===== src/hdl/icap_pkg.sv =====
/*
  icap_pkg: register indices, field layouts, reset values and counts
  of the capture block with its paired time base.
  Assumes a 32-bit APB slave, one register per aligned word.
*/
package icap_pkg;

  // register indices; the byte address is four times the index
  localparam logic [11:0] IDX_TMR_LO   = 12'h106; // timer_low_count
  localparam logic [11:0] IDX_HOLD     = 12'h108; // upper_word_holding
  localparam logic [11:0] IDX_TMR_HI   = 12'h10a; // timer_high_count
  localparam logic [11:0] IDX_PR_LO    = 12'h10c; // period_low
  localparam logic [11:0] IDX_PR_HI    = 12'h10e; // period_high
  localparam logic [11:0] IDX_TCON_LO  = 12'h110; // timer_low_control
  localparam logic [11:0] IDX_TCON_HI  = 12'h112; // timer_high_control
  localparam logic [11:0] IDX_IRQ_STAT = 12'h084; // irq_status_reg_zero
  localparam logic [11:0] IDX_IRQ_EN   = 12'h08c; // irq_enable_reg_zero
  localparam logic [11:0] IDX_CAP_BASE = 12'h140; // channel 0 buffer

  // reset values and writable masks
  localparam logic [15:0] PERIOD_RST    = 16'hffff;
  localparam logic [15:0] CTL_RST       = 16'h0000;
  localparam logic [15:0] TCON_LO_WMASK = 16'ha07a;
  localparam logic [15:0] TCON_HI_WMASK = 16'ha072;
  localparam logic [15:0] CAP_CTL_WMASK = 16'h20e7;

  // interrupt bit positions, channel limit and full-buffer fill count
  localparam int unsigned TB_IRQ_BIT   = 7;
  localparam int unsigned LO_IRQ_BIT   = 6;
  localparam int unsigned CAP_IRQ_BASE = 8;
  localparam int unsigned MAX_CH       = 8;
  localparam logic [2:0]  FIFO_FULL    = 3'h4;

  // timer prescaler terminal counts (1, 8, 64, 256)
  localparam logic [7:0] PS_LAST_1   = 8'h00;
  localparam logic [7:0] PS_LAST_8   = 8'h07;
  localparam logic [7:0] PS_LAST_64  = 8'h3f;
  localparam logic [7:0] PS_LAST_256 = 8'hff;
  // capture prescaler terminal counts (every 4th, every 16th)
  localparam logic [3:0] CPS_LAST_4  = 4'h3;
  localparam logic [3:0] CPS_LAST_16 = 4'hf;

  // capture modes
  typedef enum logic [2:0] {
    CM_OFF    = 3'h0,
    CM_BOTH   = 3'h1,
    CM_FALL   = 3'h2,
    CM_RISE   = 3'h3,
    CM_RISE4  = 3'h4,
    CM_RISE16 = 3'h5,
    CM_RSV    = 3'h6,
    CM_WAKE   = 3'h7
  } icap_cap_mode_e;

  // timer control word layout
  typedef struct packed {
    logic       timer_on;
    logic       rsv14;
    logic       stop_in_idle;
    logic [5:0] rsv12_7;
    logic       gated_accumulate_enable;
    logic       prescale_select_hi;
    logic       prescale_select_lo;
    logic       joined_32bit_select;
    logic       rsv2;
    logic       clock_source_select;
    logic       rsv0;
  } icap_tmr_ctl_s;

  // capture channel control word layout
  typedef struct packed {
    logic [1:0]     rsv15_14;
    logic           capture_stop_in_idle;
    logic [4:0]     rsv12_8;
    logic           capture_timer_select;
    logic [1:0]     captures_per_interrupt;
    logic           capture_overflow_flag;
    logic           capture_buf_nonempty_bit;
    icap_cap_mode_e capture_mode_field;
  } icap_cap_ctl_s;

endpackage : icap_pkg


===== src/hdl/icap_top.sv =====
/*
  icap_top: input capture channels with their shared 16/32-bit
  time base, registers on APB, one level interrupt.
  Assumes pins are asynchronous to pclk; sleep comes as a level.
*/
`timescale 1ns/1ps
// Notes on behaviour
// time base halts during processor sleep
// joined match or gate fall sets flag
// time base flag sticky until software clears
// time base irq forwarded only when enabled
// holding register serves 32-bit coherent access
// low read latches high; low write loads
// up to eight channels, own control each
// mode selects fall, rise, 4th, 16th, both
// select bit 7 picks timer, high default
// channel prescaler cleared when off, reset
// four-entry 16-bit buffer per channel
// not-empty set until all entries read
// read returns oldest, rest advance
// fifth event when full sets overflow
// after overflow ignore events until emptied
// software must not trust empty reads
// both-edge mode: flag each edge, no overflow
// event stores selected timer count at tail
// channel flag on capture, irq if enabled
module icap_top
  import icap_pkg::*;
#(
  parameter int unsigned NUM_CH = 8
) (
  input  wire logic              pclk,
  input  wire logic              presetn,
  input  wire logic              psel,
  input  wire logic              penable,
  input  wire logic              pwrite,
  input  wire logic [15:0]       paddr,
  input  wire logic [31:0]       pwdata,
  output logic                   pready,
  output logic      [31:0]       prdata,
  output logic                   pslverr,
  input  wire logic [NUM_CH-1:0] cap_pin,
  input  wire logic              timer_clk_pin,
  input  wire logic              cpu_sleep,
  output logic                   irq
);

  // refuse channel counts the interrupt layout cannot hold
  if (NUM_CH < 1 || NUM_CH > MAX_CH) begin : g_chk
    $error("icap_top: NUM_CH must be 1 to 8");
  end

  localparam int unsigned SW = NUM_CH + 2;

  //////////////////////////////////////////////////////////////////////
  // pin synchronisers
  logic [SW-1:0] pin_meta_reg;  // first stage, read only by second
  logic [SW-1:0] pin_sync_reg;  // safe level
  logic [SW-1:0] pin_prev_reg;  // for edge detection
  logic          sleep_s;       // processor asleep
  logic          tck_s;         // gate or clock pin level
  logic          tck_rise;
  logic          tck_fall;

  // two flops on every pin, a third for edges
  always_ff @(posedge pclk or negedge presetn) begin
    if (!presetn) begin
      pin_meta_reg <= '0;
      pin_sync_reg <= '0;
      pin_prev_reg <= '0;
    end else begin
      pin_meta_reg <= {cpu_sleep, timer_clk_pin, cap_pin};
      pin_sync_reg <= pin_meta_reg;
      pin_prev_reg <= pin_sync_reg;
    end
  end

  assign sleep_s  = pin_sync_reg[SW-1];
  assign tck_s    = pin_sync_reg[NUM_CH];
  assign tck_rise = tck_s & ~pin_prev_reg[NUM_CH];
  assign tck_fall = ~tck_s & pin_prev_reg[NUM_CH];

  //////////////////////////////////////////////////////////////////////
  // apb decode
  logic [11:0] idx;        // register index
  logic [15:0] wd;         // write data, low half
  logic        acc_first;  // first access cycle: read sampled
  logic        rd_fire;    // read side effects
  logic        wr_fire;    // write takes effect
  logic        hit;        // mapped address
  logic [15:0] rdata;      // read mux

  assign idx       = paddr[13:2];
  assign wd        = pwdata[15:0];
  assign acc_first = psel & penable & ~pready;
  assign rd_fire   = acc_first & ~pwrite & hit;
  assign wr_fire   = psel & penable & pready & pwrite & hit;

  // answer one cycle into the access phase
  always_ff @(posedge pclk or negedge presetn) begin
    if (!presetn) begin
      pready  <= 1'b0;
      prdata  <= 32'h0000_0000;
      pslverr <= 1'b0;
    end else begin
      pready  <= acc_first;
      pslverr <= acc_first & ~hit;
      if (acc_first & ~pwrite) begin
        prdata <= {16'h0000, rdata};
      end
    end
  end

  //////////////////////////////////////////////////////////////////////
  // time base registers
  logic [15:0]   cnt_lo_reg;
  logic [15:0]   cnt_hi_reg;
  logic [15:0]   hold_reg;
  logic [15:0]   pr_lo_reg;
  logic [15:0]   pr_hi_reg;
  logic [15:0]   tcon_lo_reg;
  logic [15:0]   tcon_hi_reg;
  logic [7:0]    ps_lo_reg;
  logic [7:0]    ps_hi_reg;
  icap_tmr_ctl_s lo_ctl;
  icap_tmr_ctl_s hi_ctl;
  logic          joined;
  logic          src_lo;
  logic          src_hi;
  logic          tick_lo;
  logic          tick_hi;
  logic          match32;
  logic          gate_fall;
  logic          tb_set;
  logic          lo_set;

  function automatic logic [7:0] ps_last(input logic [1:0] s);
    case (s)
      2'b00:   return PS_LAST_1;
      2'b01:   return PS_LAST_8;
      2'b10:   return PS_LAST_64;
      default: return PS_LAST_256;
    endcase
  endfunction : ps_last

  assign lo_ctl = icap_tmr_ctl_s'(tcon_lo_reg);
  assign hi_ctl = icap_tmr_ctl_s'(tcon_hi_reg);
  assign joined = lo_ctl.joined_32bit_select;
  // no clocks reach the time base while asleep
  assign src_lo = lo_ctl.timer_on & ~sleep_s &
                  (lo_ctl.clock_source_select ? tck_rise :
                   (~lo_ctl.gated_accumulate_enable | tck_s));
  assign src_hi = hi_ctl.timer_on & ~sleep_s & ~joined;
  assign tick_lo = src_lo & (ps_lo_reg == ps_last(
    {lo_ctl.prescale_select_hi, lo_ctl.prescale_select_lo}));
  assign tick_hi = src_hi & (ps_hi_reg == ps_last(
    {hi_ctl.prescale_select_hi, hi_ctl.prescale_select_lo}));
  assign match32 = {cnt_hi_reg, cnt_lo_reg} == {pr_hi_reg, pr_lo_reg};
  assign gate_fall = lo_ctl.timer_on & lo_ctl.gated_accumulate_enable &
                     ~lo_ctl.clock_source_select & tck_fall;
  assign tb_set = joined ? ((tick_lo & match32) | gate_fall)
                         : (tick_hi & (cnt_hi_reg == pr_hi_reg));
  assign lo_set = ~joined &
                  ((tick_lo & (cnt_lo_reg == pr_lo_reg)) | gate_fall);

  // prescalers, cleared by a write of count or control
  always_ff @(posedge pclk or negedge presetn) begin
    if (!presetn) begin
      ps_lo_reg <= 8'h00;
      ps_hi_reg <= 8'h00;
    end else begin
      if (wr_fire & (idx == IDX_TMR_LO | idx == IDX_TCON_LO)) begin
        ps_lo_reg <= 8'h00;
      end else if (src_lo) begin
        ps_lo_reg <= tick_lo ? 8'h00 : ps_lo_reg + 8'h01;
      end
      if (wr_fire & (idx == IDX_TMR_HI | idx == IDX_TCON_HI)) begin
        ps_hi_reg <= 8'h00;
      end else if (src_hi) begin
        ps_hi_reg <= tick_hi ? 8'h00 : ps_hi_reg + 8'h01;
      end
    end
  end

  // counters: joined pair or two independent halves
  always_ff @(posedge pclk or negedge presetn) begin
    if (!presetn) begin
      cnt_lo_reg <= 16'h0000;
      cnt_hi_reg <= 16'h0000;
    end else begin
      if (wr_fire & idx == IDX_TMR_HI) begin
        cnt_hi_reg <= wd;
      end else if (tick_hi) begin
        cnt_hi_reg <= (cnt_hi_reg == pr_hi_reg) ? 16'h0000
                                                 : cnt_hi_reg + 16'h0001;
      end
      if (wr_fire & idx == IDX_TMR_LO) begin
        cnt_lo_reg <= wd;
        if (joined) begin
          cnt_hi_reg <= hold_reg;
        end
      end else if (tick_lo & joined) begin
        {cnt_hi_reg, cnt_lo_reg} <= match32 ? 32'h0000_0000
          : {cnt_hi_reg, cnt_lo_reg} + 32'h0000_0001;
      end else if (tick_lo) begin
        cnt_lo_reg <= (cnt_lo_reg == pr_lo_reg) ? 16'h0000
                                                 : cnt_lo_reg + 16'h0001;
      end
    end
  end

  // holding word: latched on low read, written directly otherwise
  always_ff @(posedge pclk or negedge presetn) begin
    if (!presetn) begin
      hold_reg <= 16'h0000;
    end else if (rd_fire & idx == IDX_TMR_LO) begin
      hold_reg <= cnt_hi_reg;
    end else if (wr_fire & idx == IDX_HOLD) begin
      hold_reg <= wd;
    end
  end

  // period and control words
  always_ff @(posedge pclk or negedge presetn) begin
    if (!presetn) begin
      pr_lo_reg   <= PERIOD_RST;
      pr_hi_reg   <= PERIOD_RST;
      tcon_lo_reg <= CTL_RST;
      tcon_hi_reg <= CTL_RST;
    end else if (wr_fire) begin
      if (idx == IDX_PR_LO)   pr_lo_reg   <= wd;
      if (idx == IDX_PR_HI)   pr_hi_reg   <= wd;
      if (idx == IDX_TCON_LO) tcon_lo_reg <= wd & TCON_LO_WMASK;
      if (idx == IDX_TCON_HI) tcon_hi_reg <= wd & TCON_HI_WMASK;
    end
  end

  //////////////////////////////////////////////////////////////////////
  // capture channels
  logic [15:0]       head   [NUM_CH];  // oldest entry per channel
  logic [15:0]       con_rd [NUM_CH];  // control read value
  logic [NUM_CH-1:0] cap_set;          // channel flag events

  for (genvar c = 0; c < NUM_CH; c++) begin : g_ch
    logic [15:0]   ctl_reg;
    logic [15:0]   fifo_reg [4];
    logic [2:0]    fill_reg;
    logic          ovf_reg;
    logic [3:0]    pre_reg;
    logic [1:0]    icnt_reg;
    icap_cap_ctl_s ctl;
    logic          rise;
    logic          fall;
    logic          ev;
    logic          push;
    logic          pop;
    logic          flag_ev;
    logic [15:0]   cap_val;
    logic [11:0]   buf_idx;

    assign buf_idx = 12'(IDX_CAP_BASE + 2 * c);
    assign ctl  = icap_cap_ctl_s'(ctl_reg);
    assign rise = pin_sync_reg[c] & ~pin_prev_reg[c];
    assign fall = ~pin_sync_reg[c] & pin_prev_reg[c];

    // qualifying event per mode; only wake mode runs asleep
    always_comb begin
      case (ctl.capture_mode_field)
        CM_BOTH:   ev = rise | fall;
        CM_FALL:   ev = fall;
        CM_RISE:   ev = rise;
        CM_WAKE:   ev = rise;
        CM_RISE4:  ev = rise & (pre_reg == CPS_LAST_4);
        CM_RISE16: ev = rise & (pre_reg == CPS_LAST_16);
        default:   ev = 1'b0;
      endcase
      if (sleep_s & ctl.capture_mode_field != CM_WAKE) ev = 1'b0;
    end

    // low timer when the select bit is set, high timer otherwise
    assign cap_val = ctl.capture_timer_select ? cnt_lo_reg
                                              : cnt_hi_reg;
    assign pop  = rd_fire & idx == buf_idx & fill_reg != 3'h0;
    assign push = ev & ~ovf_reg & ~sleep_s & fill_reg != FIFO_FULL;
    assign flag_ev = (ctl.capture_mode_field == CM_BOTH |
                      ctl.capture_mode_field == CM_WAKE) ? ev : push;

    // control word, status bits merged on read
    always_ff @(posedge pclk or negedge presetn) begin
      if (!presetn) begin
        ctl_reg <= CTL_RST;
      end else if (wr_fire & idx == buf_idx + 12'h001) begin
        ctl_reg <= wd & CAP_CTL_WMASK;
      end
    end

    // edge prescaler, cleared whenever the channel is off
    always_ff @(posedge pclk or negedge presetn) begin
      if (!presetn) begin
        pre_reg <= 4'h0;
      end else if (ctl.capture_mode_field == CM_OFF) begin
        pre_reg <= 4'h0;
      end else if (rise & ctl.capture_mode_field == CM_RISE4) begin
        pre_reg <= (pre_reg == CPS_LAST_4) ? 4'h0 : pre_reg + 4'h1;
      end else if (rise & ctl.capture_mode_field == CM_RISE16) begin
        pre_reg <= pre_reg + 4'h1;
      end
    end

    // shift buffer: pop advances, push lands at the tail
    always_ff @(posedge pclk or negedge presetn) begin
      if (!presetn) begin
        fill_reg <= 3'h0;
        for (int i = 0; i < 4; i++) fifo_reg[i] <= 16'h0000;
      end else begin
        if (pop) begin
          for (int i = 0; i < 3; i++) begin
            fifo_reg[i] <= fifo_reg[i+1];
          end
        end
        if (push) begin
          fifo_reg[2'(pop ? fill_reg - 3'h1 : fill_reg)] <= cap_val;
        end
        fill_reg <= fill_reg + {2'b00, push} - {2'b00, pop};
      end
    end

    // overflow: set on an event into a full buffer outside both-edge mode, held till empty
    always_ff @(posedge pclk or negedge presetn) begin
      if (!presetn) begin
        ovf_reg <= 1'b0;
      end else if (ev & fill_reg == FIFO_FULL &
                   ctl.capture_mode_field != CM_BOTH) begin
        ovf_reg <= 1'b1;
      end else if (fill_reg == 3'h0) begin
        ovf_reg <= 1'b0;
      end
    end

    // interrupt every n-th capture, every edge in both-edge mode and every rise in wake mode
    always_ff @(posedge pclk or negedge presetn) begin
      if (!presetn) begin
        icnt_reg <= 2'b00;
      end else if (ctl.capture_mode_field == CM_OFF) begin
        icnt_reg <= 2'b00;
      end else if (push & ctl.capture_mode_field != CM_BOTH) begin
        icnt_reg <= (icnt_reg == ctl.captures_per_interrupt) ? 2'b00
                                                  : icnt_reg + 2'b01;
      end
    end

    assign cap_set[c] = flag_ev &
      (ctl.capture_mode_field == CM_BOTH |
       ctl.capture_mode_field == CM_WAKE |
       icnt_reg == ctl.captures_per_interrupt);
    assign head[c] = fifo_reg[0];
    assign con_rd[c] = ctl_reg | {11'h000, ovf_reg,
                                  fill_reg != 3'h0, 3'h0};
  end

  //////////////////////////////////////////////////////////////////////
  // interrupt status and enable
  logic [15:0] irq_stat_reg;  // sticky flags, cleared by read
  logic [15:0] irq_en_reg;    // enables
  logic [15:0] set_vec;

  always_comb begin
    set_vec = 16'h0000;
    set_vec[TB_IRQ_BIT] = tb_set;
    set_vec[LO_IRQ_BIT] = lo_set;
    set_vec[CAP_IRQ_BASE +: NUM_CH] = cap_set;
  end

  // a set in the clearing cycle wins
  always_ff @(posedge pclk or negedge presetn) begin
    if (!presetn) begin
      irq_stat_reg <= 16'h0000;
    end else if (rd_fire & idx == IDX_IRQ_STAT) begin
      irq_stat_reg <= set_vec;
    end else begin
      irq_stat_reg <= irq_stat_reg | set_vec;
    end
  end

  // enable register and the gated output
  always_ff @(posedge pclk or negedge presetn) begin
    if (!presetn) begin
      irq_en_reg <= 16'h0000;
      irq        <= 1'b0;
    end else begin
      if (wr_fire & idx == IDX_IRQ_EN) irq_en_reg <= wd;
      irq <= |(irq_stat_reg & irq_en_reg);
    end
  end

  //////////////////////////////////////////////////////////////////////
  // read mux
  always_comb begin
    rdata = 16'h0000;
    hit   = 1'b1;
    case (idx)
      IDX_TMR_LO:   rdata = cnt_lo_reg;
      IDX_HOLD:     rdata = hold_reg;
      IDX_TMR_HI:   rdata = cnt_hi_reg;
      IDX_PR_LO:    rdata = pr_lo_reg;
      IDX_PR_HI:    rdata = pr_hi_reg;
      IDX_TCON_LO:  rdata = tcon_lo_reg;
      IDX_TCON_HI:  rdata = tcon_hi_reg;
      IDX_IRQ_STAT: rdata = irq_stat_reg;
      IDX_IRQ_EN:   rdata = irq_en_reg;
      default:      hit   = 1'b0;
    endcase
    for (int c = 0; c < NUM_CH; c++) begin
      if (idx == 12'(IDX_CAP_BASE + 2 * c)) begin
        rdata = head[c];
        hit   = 1'b1;
      end
      if (idx == 12'(IDX_CAP_BASE + 2 * c + 1)) begin
        rdata = con_rd[c];
        hit   = 1'b1;
      end
    end
    if (paddr[1:0] != 2'b00 || paddr[15:14] != 2'b00) begin
      hit   = 1'b0;
      rdata = 16'h0000;
    end
  end
endmodule : icap_top


===== config.mk =====
export PLATFORM = sky130hd
export DESIGN_NAME = icap_top
export DESIGN_NICKNAME = d
export VERILOG_FILES = /design/src/hdl/icap_pkg.sv /design/src/hdl/icap_top.sv
export SDC_FILE = /design/constraint.sdc
export NUM_CORES = 2
export LEC_CHECK = 0
export BUFFER_PORTS_ARGS = -buffer_cell sky130_fd_sc_hd__buf_2
export CORE_ASPECT_RATIO = 1.25
export CORE_MARGIN = 3
export CORE_UTILIZATION = 55
export CTS_CLUSTER_DIAMETER = 60
export CTS_CLUSTER_SIZE = 16
export DETAILED_ROUTE_END_ITERATION = 10
export HOLD_SLACK_MARGIN = 0.03
export PLACE_DENSITY = 0.71
export SYNTH_ARGS = -nofsm -noshare
export SYNTH_HDL_FRONTEND = slang
export SYNTH_SLANG_ARGS = --single-unit
export TNS_END_PERCENT = 5

===== constraint.sdc =====
create_clock -name pclk -period 3.6 [get_ports pclk]
set_input_delay 0.36 -clock pclk [delete_from_list [all_inputs] [get_ports pclk]]
set_output_delay 0.36 -clock pclk [all_outputs]
set_load 0.01 [all_outputs]

==> results.yml <==
place:
  dpl.hpwl_um: 106000
  io_buffers: 65
  routabilityCongestion: 1.04
die:
  die_w_um: 261
  core-area_mm2: 0.0803
  dieHeight_um: 325
  dieArea_mm2: 0.0848
  num_rows: 116
  ioPinCount: 98
  start_util_pct: 55.7
synthesis:
  synth_ff_type: "dfrtp_1"
  synth_common_cells: "mux2i_1 (804), dfrtp_1 (799), nand2_1 (262)"
  synth_edf_count: 0
  synthMostInstantiatedCell: "mux2i_1"
  netlist_area_mm2: 0.0447
  syn_inst: 4197
  ys_warn_count: 0
  seq_area_frac_synth_pct: 46.6
  synth.distinct_cells: 101
  synth_top_area_cell: "dfrtp_1"
  synthTopCellsByArea: "dfrtp_1 (45%), mux2i_1 (18%), mux2_2 (4.3%), a21oi_1 (2.4%), nand2_1 (2.2%)"
  synth.avg_cell_area_um2: 10.7
  synth_seq_cells: 831
  async_flop_share_pct: 100
  synth_top_area_share_pct: 44.7
clock_network:
  cts-root-buf: "clkbuf_16"
  cts.clk_slew.worst_paths_ps: 80
  cts_buffers: 61
  cts_max_level: 2
  numClockSinks: 831
  clk_latency_ps: 700
  cts_buffer_depth: 3
  cts_tree: "done"
  post_cts_buffers: 0
setup_path:
  path_cells: "clkinv_1 -> buf_4 -> o221ai_1 -> a31oi_1 -> and2_1 -> inv_1 -> ha_1 -> inv_1 -> ha_1 -> inv_1 -> fa_1 -> xnor2_1 -> xnor2_1"
  crit_required_ps: 4220
  rr_worst_depth: 13
  crit_buf_inv: 5
  endpoint_kind: "flop"
  max_stage_delay_ps: 610
  critPathMostFrequentCell: "inv_1"
  start_kind: "flop"
  arrival_ps: 3930
  rrSetupSlack_ps: 280
  cp_max_fo: 6
  crit_type: "reg2reg"
  crit_family: "adder cells"
  critPathSlowestCell: "dfrtp_1"
  worstReg2RegStart: "pin_sync_reg[9]"
  reg2reg_to: "g_ch[6].fill_reg[2]"
sta:
  rsz0062_at_grt: "no"
  finalMaxSlewViolations: 0
  finalCritPeriodShare_pct: 92.1
  finalClockSkew_ps: 25.0
  hold_viol: 0
  setup-tns-final_ps: 0
  fmax_ghz: 0.302
  setup_viol_count_final: 0
  tightest_slew_ps: 1220
  post-route-min-period_ps: 3320
  relSlewSlack_pct: 18.8
finish:
  finish.utilization_pct: 61.1
  drive_gt1_share_pct: 15.4
  fin_nets: 4410
  largest_register_ffs: 512
  fillerInstances: 6722
  area_growth_pct: 9.68
routing:
  first_pass_iters: 8
  via_per_inst: 6.44
  routedWlPerCell_um: 28.1
  remaining_drc_errors: 0
  initialDrtViolationCount: 3374
  final_antenna_net_count: 0
  wl_um: 151000
  vias: 34600
worst_hold_path:
  whs_path_depth: 3
  min_from: "pwdata[9]"
  hold_end: "cnt_lo_reg[9]"
  hp-class: "in2reg"
flow_run:
  maxCapViolCount: 0
pwr:
  cellPowerDensity_mw_per_mm2: 339
  p_leak_nw: 20.7
  ir_drop_v: 0.000389
outcome:
  status: "complete, no violations"
grt:
  antenna_found_initial: 11
  grt_pass1_wl_um: 224000
  grt_max_degree: 105
  grt_usage_pct: 35.5
  grt_pass1_vias: 34100
  grt_overflow: 0
[worst max path at each step]
| stage | start | endpoint | slack (ps) | depth (start not counted) |
|---|---|---|---|---|
| finish | pin_sync_reg[9] | g_ch[6].fill_reg[2] | 280 | 13 |
| global route | pin_sync_reg[9] | g_ch[6].fill_reg[2] | 110 | 13 |
| CTS | g_ch[6].ctl[1] | g_ch[6].fill_reg[2] | 380 | 12 |
| detailed placement | paddr[11] | g_ch[3].fill_reg[2] | 0.4 | 13 |
| global placement | paddr[11] | g_ch[3].fill_reg[2] | 6 | 13 |
| floorplan | paddr[6] | g_ch[5].fill_reg[2] | -8 | 15 |
[logic make-up after synthesis]
family | count (synthesis) | share of synthesized area, %
compound gates | 767 | 11.1
xor+xnor | 129 | 2.53
fa+ha+maj | 60 | 1.81
buf+inv | 464 | 4.46
flops | 831 | 46.6
mux | 996 | 22.8
other cells | 1 | 0.00839
simple gates | 949 | 10.6
[cell type report]
type / instances / area, µm² / area share [%]
clock buffers: 76 / 1630 / 3.33
repair buffers: 312 / 2450 / 5.01
inverters: 164 / 616 / 1.26
well taps: 1062 / 1330 / 2.71
diodes: 5 / 12.5 / 0.0255
flip-flops and latches: 831 / 20800 / 42.5
clock inverters: 12 / 118 / 0.240
multi-input cells: 2917 / 22000 / 44.9
[layout by cell type, fill, tap and decap left out, drive strengths merged, types with 10 or more instances in the layout]
master / count
a211oi: 45
a21oi: 228
a221oi: 19
a222oi: 14
a22o: 38
a22oi: 49
a31oi: 40
and2: 53
and3: 27
buf: 296
clkbuf: 76
conb: 16
dfrtp: 799
dfstp: 32
dlygate4sd3: 16
ha: 52
inv: 165
mux2: 192
mux2i: 804
nand2: 262
nand2b: 12
nand3: 87
nand3b: 10
nand4: 32
nor2: 263
nor2b: 18
nor3: 68
nor3b: 12
nor4: 40
o211ai: 15
o21a: 12
o21ai: 187
o221ai: 10
o22ai: 20
or2: 11
or3: 18
xnor2: 56
xor2: 73
[layer usage]
metal / GRT usage [%] / wire length (µm)
met1: 45.5 / 58000
met2: 54.5 / 67800
met3: 6.57 / 12200
met4: 24.4 / 12900
met5: 0 / 21
[power by group]
part,leakage [nW],switching [mW],internal (mW)
clock,0.851,3.45,3.20
combinational,10.1,0.458,0.143
sequential,9.71,0.0256,9.35
total,20.7,3.93,12.7
[tightest hold or removal path, delay by kind of cell]
| kind | cells | cell delay (ps) |
|---|---|---|
| AOI/OAI and AO/OA | 1 | 50 |
| buffers and inverters | 1 | 190 |
| and+or+nand+nor | 1 | 130 |
[through the flow]
step                instance area [µm²]  hold WS [ps]  cells  worst slack, ps  power, mW
floorplan                         44800          64.4   4212            -8.35       9.73
global placement                  47100           333   5270             5.63       10.1
detailed placement                47100           335   5270            0.359       10.1
CTS                               49000          58.5   5374              381       16.7
global route                      49000          87.4   5375              110       17.1
finish                            49000          89.0   5379              284       16.6
[timing repair]
action	in CTS	in global routing
hold buffers	16	0
endpoints found under the hold margin	78	0
resized for setup	0	0
Note: power is estimated with default switching activity, not from simulation.
